File: src/rtl/sdc_pkg.sv
// Purpose: Shared constants for the daisy-chain serial frame port
// Assumes: Frames of 16-bit words, status and command words sent bit 0 first
// Notes:   Word and counter widths, bit positions and word reset values are named here
`default_nettype none
package sdc_pkg;
  localparam int          SDC_WORD_BITS  = 16;
  localparam int          SDC_CNT_W      = 4;
  localparam int          SDC_WARN_BIT   = 0;  // Status bit 0
  localparam int          SDC_SRR_BIT    = 0;  // Command bit 0
  localparam logic [15:0] SDC_CFG_RESET  = 16'h0000;
  localparam logic [15:0] SDC_WORD_RESET = 16'h0000;
  localparam logic [3:0]  SDC_CNT_RESET  = 4'h0;
  localparam logic [3:0]  SDC_CNT_ONE    = 4'h1;
  localparam int          SDC_BUF_DEPTH  = 2;

  // Frame sequencer states, one-hot
  typedef enum logic [1:0] {
    SDC_ST_IDLE  = 2'b01,
    SDC_ST_SHIFT = 2'b10
  } sdc_state_t;
endpackage
`default_nettype wire

File: src/rtl/sdc_stream_if.sv
// Purpose: Valid/ready word stream between the frame port modules
// Assumes: Single clock domain, word taken when valid and ready are high
// Notes:   src drives valid and data, snk drives ready
`timescale 1ns/10ps
`default_nettype none
interface sdc_stream_if #(
  parameter int WIDTH = 16
);
  logic             valid;
  logic             ready;
  logic [WIDTH-1:0] data;

  modport src (output valid, output data, input ready);
  modport snk (input valid, input data, output ready);
endinterface
`default_nettype wire

File: src/rtl/sdc_cmd_buffer.sv
// Purpose: Two-entry buffer for accepted command words
// Assumes: Same clock as the frame port; reads come from registers
// Notes:   Full and empty are exact; ready drops only when both are held
`timescale 1ns/10ps
`default_nettype none
module sdc_cmd_buffer
  import sdc_pkg::*;
#(
  parameter int WIDTH = SDC_WORD_BITS
) (
  input  wire logic core_clk,
  input  wire logic resetn,
  sdc_stream_if.snk in_s,
  sdc_stream_if.src out_s
);
  logic [WIDTH-1:0] mem_reg [SDC_BUF_DEPTH];
  logic [WIDTH-1:0] mem_next [SDC_BUF_DEPTH];
  logic [1:0]       fill_reg;
  logic [1:0]       fill_next;
  logic             push;
  logic             pop;

  // Entry 0 is the head; a pop slides entry 1 down
  assign in_s.ready  = (fill_reg != 2'h2);
  assign out_s.valid = (fill_reg != 2'h0);
  assign out_s.data  = mem_reg[0];
  assign push        = in_s.valid & in_s.ready;
  assign pop         = out_s.valid & out_s.ready;

  // Next contents and fill level
  always_comb begin
    mem_next[0] = mem_reg[0];
    mem_next[1] = mem_reg[1];
    fill_next   = fill_reg;
    if (pop) begin
      mem_next[0] = mem_reg[1];
    end
    if (push) begin
      if (fill_reg == 2'h0 || (fill_reg == 2'h1 && pop)) begin
        mem_next[0] = in_s.data;
      end else begin
        mem_next[pop ? 0 : fill_reg[0]] = in_s.data;
      end
    end
    if (push && !pop) begin
      fill_next = fill_reg + 2'h1;
    end else if (pop && !push) begin
      fill_next = fill_reg - 2'h1;
    end
  end

  // Storage registers
  always_ff @(posedge core_clk or negedge resetn) begin
    if (!resetn) begin
      mem_reg[0] <= '0;
      mem_reg[1] <= '0;
      fill_reg   <= 2'h0;
    end else begin
      mem_reg[0] <= mem_next[0];
      mem_reg[1] <= mem_next[1];
      fill_reg   <= fill_next;
    end
  end
endmodule
`default_nettype wire

File: src/rtl/sdc_frame_port.sv
// Purpose: Device end of a daisy-chainable 16-bit serial control port
// Assumes: Pins are sampled by core_clk (100 MHz) after two flip-flops
// Notes:   Samples serial input on clock rise, updates output on fall
//
// Notes on behaviour
// - With select low and no clock edges, output holds warning level.
// - Each of the first fifteen serial clocks in a frame shifts the next status bit out.
// - The first sixteen bits out after select falls are the status word.
// - Serial input passes through to serial output, sixteen bits later.
// - Data is accepted only while this device's select input is low.
// - On select falling, warning status bit drives the output at once.
// - Output low means no warning latched, high means warning latched.
// - Latched warning clears only on a good frame with reset request set.
`timescale 1ns/10ps
`default_nettype none
module sdc_frame_port
  import sdc_pkg::*;
#(
  parameter int WIDTH = SDC_WORD_BITS
) (
  input  wire logic             core_clk,
  input  wire logic             resetn,
  input  wire logic             select_bar_in,
  input  wire logic             sclk_in,
  input  wire logic             sdata_in,
  output logic                  sdata_out,
  output logic                  sdata_oe,
  input  wire logic             warn_level_in,
  input  wire logic [WIDTH-1:0] diag_status_in,
  output logic                  thermal_warning_flag,
  output logic [WIDTH-1:0]      cfg_word,
  output logic                  cmd_valid,
  input  wire logic             cmd_ready,
  output logic [WIDTH-1:0]      cmd_data,
  output logic                  cmd_overrun
);
  sdc_stream_if #(.WIDTH(WIDTH)) push_s ();
  sdc_stream_if #(.WIDTH(WIDTH)) pop_s ();

  logic [3:0]     sync1_reg;
  logic [3:0]     sync2_reg;
  logic           cs_d_reg;
  logic           sck_d_reg;
  logic           cs_n;
  logic           sck;
  logic           si;
  logic           warn;
  logic           cs_fall;
  logic           cs_rise;
  logic           sck_rise;
  logic           sck_fall;
  sdc_state_t     state_reg;
  sdc_state_t     state_next;
  logic [WIDTH-1:0] sh_reg;
  logic [WIDTH-1:0] sh_next;
  logic [SDC_CNT_W-1:0] cnt_reg;
  logic [SDC_CNT_W-1:0] cnt_next;
  logic           any_reg;
  logic           any_next;
  logic           so_reg;
  logic           so_next;
  logic           flag_reg;
  logic           flag_next;
  logic [WIDTH-1:0] cfg_reg;
  logic [WIDTH-1:0] cfg_next;
  logic [WIDTH-1:0] pend_reg;
  logic [WIDTH-1:0] pend_next;
  logic           pend_v_reg;
  logic           pend_v_next;
  logic           ovr_reg;
  logic           ovr_next;
  logic           commit;

  // Two-stage synchronisers; first stage feeds only the second
  always_ff @(posedge core_clk or negedge resetn) begin
    if (!resetn) begin
      sync1_reg <= 4'b0001;  // Select idles high (deselected)
      sync2_reg <= 4'b0001;
      cs_d_reg  <= 1'b1;
      sck_d_reg <= 1'b0;
    end else begin
      sync1_reg <= {warn_level_in, sdata_in, sclk_in, select_bar_in};
      sync2_reg <= sync1_reg;
      cs_d_reg  <= sync2_reg[0];
      sck_d_reg <= sync2_reg[1];
    end
  end

  // Synchronised levels and their edges
  assign cs_n     = sync2_reg[0];
  assign sck      = sync2_reg[1];
  assign si       = sync2_reg[2];
  assign warn     = sync2_reg[3];
  assign cs_fall  = cs_d_reg & ~cs_n;
  assign cs_rise  = ~cs_d_reg & cs_n;
  assign sck_rise = ~sck_d_reg & sck;
  assign sck_fall = sck_d_reg & ~sck;

  // Frame is kept only when a whole number of words was clocked
  assign commit = (state_reg == SDC_ST_SHIFT) && cs_rise && any_reg
                  && (cnt_reg == SDC_CNT_RESET);

  // Frame sequencer, shifter and output bit
  always_comb begin
    state_next = state_reg;
    sh_next    = sh_reg;
    cnt_next   = cnt_reg;
    any_next   = any_reg;
    so_next    = so_reg;
    case (state_reg)
      SDC_ST_IDLE: begin
        so_next = 1'b0;
        if (cs_fall) begin
          state_next = SDC_ST_SHIFT;
          // Status word loaded, bit 0 is the warning flag
          sh_next    = {diag_status_in[WIDTH-1:1], flag_reg};
          so_next    = flag_reg;  // Shown with no clock edge
          cnt_next   = SDC_CNT_RESET;
          any_next   = 1'b0;
        end
      end
      SDC_ST_SHIFT: begin
        if (cs_rise) begin
          // Edges in the release cycle are ignored
          state_next = SDC_ST_IDLE;
          so_next    = 1'b0;
        end else if (sck_rise) begin
          // Input enters at the top, reaches output after 16 bits
          sh_next  = {si, sh_reg[WIDTH-1:1]};
          cnt_next = cnt_reg + SDC_CNT_ONE;
          any_next = 1'b1;
        end else if (sck_fall) begin
          so_next = sh_reg[0];  // Next bit out on each clock
        end
        // Level held while clock rests either way
      end
      default: begin
        state_next = SDC_ST_IDLE;
        so_next    = 1'b0;
      end
    endcase
  end

  // Warning latch, configuration and pending command word
  always_comb begin
    flag_next   = flag_reg;
    cfg_next    = cfg_reg;
    pend_next   = pend_reg;
    pend_v_next = pend_v_reg & ~push_s.ready;
    ovr_next    = 1'b0;
    if (commit) begin
      cfg_next    = sh_reg;  // Bad frames never reach here
      pend_next   = sh_reg;
      pend_v_next = 1'b1;
      // Fourth word, with buffer full and a word still pending, is reported, not silent
      ovr_next    = pend_v_reg & ~push_s.ready;
      if (sh_reg[SDC_SRR_BIT]) begin
        flag_next = 1'b0;  // Only a good reset request clears
      end
    end
    if (warn) begin
      flag_next = 1'b1;  // Set wins over a clear in the same cycle
    end
  end

  // State registers
  always_ff @(posedge core_clk or negedge resetn) begin
    if (!resetn) begin
      state_reg  <= SDC_ST_IDLE;
      sh_reg     <= SDC_WORD_RESET;
      cnt_reg    <= SDC_CNT_RESET;
      any_reg    <= 1'b0;
      so_reg     <= 1'b0;
      flag_reg   <= 1'b0;
      cfg_reg    <= SDC_CFG_RESET;
      pend_reg   <= SDC_WORD_RESET;
      pend_v_reg <= 1'b0;
      ovr_reg    <= 1'b0;
    end else begin
      state_reg  <= state_next;
      sh_reg     <= sh_next;
      cnt_reg    <= cnt_next;
      any_reg    <= any_next;
      so_reg     <= so_next;
      flag_reg   <= flag_next;
      cfg_reg    <= cfg_next;
      pend_reg   <= pend_next;
      pend_v_reg <= pend_v_next;
      ovr_reg    <= ovr_next;
    end
  end

  // Pending word waits for room; a word committed while one still waits replaces it
  assign push_s.valid = pend_v_reg;
  assign push_s.data  = pend_reg;
  assign cmd_valid    = pop_s.valid;
  assign cmd_data     = pop_s.data;
  assign pop_s.ready  = cmd_ready;

  sdc_cmd_buffer #(
    .WIDTH (WIDTH)
  ) u_buf (
    .core_clk (core_clk),
    .resetn   (resetn),
    .in_s     (push_s),
    .out_s    (pop_s)
  );

  // Output drives only while selected, so chained outputs can share
  assign sdata_out            = so_reg;
  assign sdata_oe             = (state_reg == SDC_ST_SHIFT);
  assign thermal_warning_flag = flag_reg;
  assign cfg_word             = cfg_reg;
  assign cmd_overrun          = ovr_reg;
endmodule
`default_nettype wire

File: config.mk
export PLATFORM = sky130hd
export DESIGN_NAME = sdc_frame_port
export DESIGN_NICKNAME = d
export VERILOG_FILES = /design/src/rtl/sdc_pkg.sv /design/src/rtl/sdc_stream_if.sv /design/src/rtl/sdc_cmd_buffer.sv /design/src/rtl/sdc_frame_port.sv
export SDC_FILE = /design/constraint.sdc
export NUM_CORES = 1
export LEC_CHECK = 0
export ABC_CLOCK_PERIOD_IN_PS = 1800
export BUFFER_PORTS_ARGS = -buffer_cell sky130_fd_sc_hd__buf_4
export CORE_UTILIZATION = 35
export DETAILED_ROUTE_END_ITERATION = 8
export GPL_TIMING_DRIVEN = 0
export PLACE_DENSITY = 0.57
export SYNTH_ARGS = -nofsm -noshare
export SYNTH_HDL_FRONTEND = slang
export SYNTH_SLANG_ARGS = --single-unit
File: constraint.sdc
create_clock -name core_clk -period 1.8 [get_ports core_clk]
set_input_delay 0.36 -clock core_clk [delete_from_list [all_inputs] [get_ports core_clk]]
set_output_delay 0.36 -clock core_clk [all_outputs]
set_load 0.01 [all_outputs]
==> impl_metrics.json <==
{
  "setup_viol": 0,
  "p_leak_uw": 0.002308,
  "synth-compound-area-share_pct": 13.55,
  "place_inst": 512,
  "coreArea_mm2": 0.01042,
  "finalCritPeriodShare_pct": 94.39,
  "slew_headroom_pct": 28.82,
  "die_width_um": 106.1,
  "clock_latency_ns": 0.36,
  "vias": 2624,
  "cap_violations": 0,
  "routabilityCongestion": 0.7175,
  "min_path_type": "input port to flip-flop",
  "cts_tree": "built",
  "viasPerCell": 4.951,
  "grtUsageTotal_pct": 14.87,
  "grt_max_degree": 88,
  "io_buffers": 58,
  "cts_root_buf": "clkbuf_8",
  "critPathLaunchType": "flip-flop",
  "yosys.area_share.simple_pct": 6.131,
  "synth_nets": 347,
  "route.detailed.drc": 0,
  "row_count": 37,
  "antenna_found_initial": 0,
  "arrival_ns": 1.95,
  "worstMarginPinSlew_ns": 1.068,
  "wl_per_cell_um": 14.68,
  "clk_pin_slew_worst_paths_ns": 0.09,
  "area_growth_pct": 24.23,
  "fin_worst_skew_ns": 0.01009,
  "yosys.area_share.xor_xnor_pct": 0.2307,
  "stdcell_count": 530,
  "num_antenna_cells": 0,
  "routed_wl_mm": 7.782,
  "place_area_mm2": 0.004414,
  "htreeDepth": 3,
  "rrSetupSlack_ns": 0.10,
  "ys_seq_area_share_pct": 57.48,
  "cts_made_buffers": 9,
  "die_h_um": 106.1,
  "syn_avg_cell_area_um2": 11.94,
  "tns_ns": 0,
  "grt_pass1_wl_mm": 12.97,
  "synthMuxAreaShare_pct": 13.71,
  "grt_pass1_vias": 2527,
  "synth-seq-cells": 87,
  "cts.path.max_buffers": 2,
  "nets": 418,
  "ant_nets": 0,
  "drtPass1Iterations": 5,
  "fin_area_mm2": 0.004716,
  "finalHoldViolCount": 0,
  "end_kind": "flip-flop",
  "synthAdderAreaFrac_pct": 2.241,
  "yosys_warnings": 0,
  "initial_utilization_pct": 36.44,
  "power-per-cell-area_mw_per_mm2": 1317,
  "synth_top_family_by_area": "multiplexers",
  "dp_hpwl_mm": 5.348,
  "synthCells": 318,
  "path_class": "flip-flop to flip-flop",
  "ys_types": 36,
  "cp.required_ns": 2.05,
  "ir_drop_mv": 0.4716,
  "syn_area_mm2": 0.003796,
  "pin_count": 60,
  "drtIter0Drc": 124,
  "fin_crit_ns": 1.699,
  "status": "complete, no violations",
  "cts_sinks": 87,
  "fmaxAchievable_mhz": 588.6,
  "drive_above_1_share_pct": 37.82,
  "grt_overflow_total": 0,
  "finalMaxSlewViolations": 0,
  "cp_max_fo": 10,
  "dieArea_mm2": 0.01127
}
==> cell families (layout without fill, tap and decap cells) <==
group | Yosys count | count (layout)
DFF | 87 | 87
AOI/OAI and AO/OA | 86 | 86
muxes | 48 | 48
and+or+nand+nor | 46 | 46
buffers and inverters | 43 | 119
adders and majority gates | 7 | 7
xor gates and xnor gates | 1 | 1
==> cells in the mapped netlist <==
cell	number	area share (%)
nor3b_1	1	0.20
o211ai_1	1	0.20
clkbuf_1	5	0.49
o21a_1	1	0.20
buf_4	18	3.6
and3_1	2	0.33
nand2_1	20	2.0
a22oi_1	2	0.40
a21o_1	2	0.40
o21ai_0	20	2.6
nand3_1	5	0.66
nor2_1	5	0.49
ha_1	6	2.0
buf_6	2	0.59
buf_2	7	0.92
and2_1	3	0.49
o2111ai_2	1	0.40
o22ai_1	33	5.4
o31ai_1	1	0.20
maj3_1	1	0.26
a22o_1	1	0.23
dfrtp_1	83	55
nand4b_1	1	0.23
o41ai_1	2	0.46
nor3_4	1	0.43
dfstp_2	4	2.8
inv_1	11	1.1
mux2_1	6	1.8
nand2_2	1	0.16
mux2_2	26	7.7
nor2b_1	3	0.49
xnor2_1	1	0.23
mux2i_1	16	4.2
a21oi_1	21	2.8
o22a_1	1	0.23
nand2b_1	4	0.66
==> worst paths after layout <==
check	startpoint	end	cells after the start
worst max-delay path	state_reg[0]	cnt_reg[0]	7
worst min-delay path	sdata_in	sync1_reg[2]	1
worst max register to register	state_reg[0]	cnt_reg[0]	7
worst min register to register	sync1_reg[1]	sync2_reg[1]	0
max in group asynchronous	resetn	u_buf.out_s.data[7]	1
min in group asynchronous	resetn	sync2_reg[1]	1
==> per-stage QoR <==
step | setup WS, ns | hold WS, ns | total power (uW) | utilization (%)
3_3_place_gp | -0.1848 | 0.3353 | 4597 | 42.38
2_1_floorplan | 0.01926 | 0.06441 | 3960 | -
4_1_cts | 0.003929 | 0.08596 | 6175 | 44.77
5_1_grt | -0.001859 | 0.07429 | 6641 | 45.27
6_report | 0.1009 | 0.1016 | 6209 | 45.27
3_5_place_dp | -0.1936 | 0.3389 | 4646 | 42.38
==> where the power goes <==
group | total [uW] | internal (uW) | switching (uW)
clock | 1440 | 671 | 769
sequential | 2770 | 2360 | 409
combinational | 2000 | 1020 | 983
total | 6210 | 4050 | 2160
==> layout make-up <==
class | count | area (um^2)
Timing Repair Buffer | 61 | 457.9
Inverter | 11 | 41.29
Clock inverter | 7 | 83.83
Clock buffer | 9 | 123.9
Buffer | 31 | 242.7
Tap cell | 136 | 170.2
Sequential cell | 87 | 2182
Multi-Input combinational cell | 188 | 1414
Fill cell | 987 | 5700
==> per-layer routing <==
layer / routed length (um) / global-route usage, %
met1: 3823 / 21.13
met2: 3451 / 21.71
met3: 349 / 3.495
met4: 157 / 6.052
met5: 0 / 0
==> worst max-delay path, cell delays in order, from the launching register on <==
cell	delay, ns
dfstp_2	0.55
inv_1	0.07
ha_4	0.24
inv_2	0.09
o21a_1	0.14
buf_6	0.14
o21ai_1	0.10
mux2_2	0.27
==> cells in the final DEF, fill, tap and decap left out, types with 3 or more instances in the layout <==
master and n:
ha_1 3, mux2_2 26, mux2i_1 16, nand3_1 5
mux2_1 6, inv_1 9, nand2b_1 4, dfstp_2 4
nor2_1 4, o21ai_0 19, and2_1 3, o22ai_1 33
buf_6 5, clkbuf_2 3, inv_6 4, a21oi_1 21
clkbuf_8 9, buf_4 80, nand2_1 20, dfrtp_1 83
==> repair_timing <==
action	in CTS	in global routing
buffers inserted	2	1
pin swaps	2	1
hold buffers	0	0
setup endpoints to repair	52	46
gates resized for setup	10	20
Note: power is estimated with default switching activity, not from simulation.
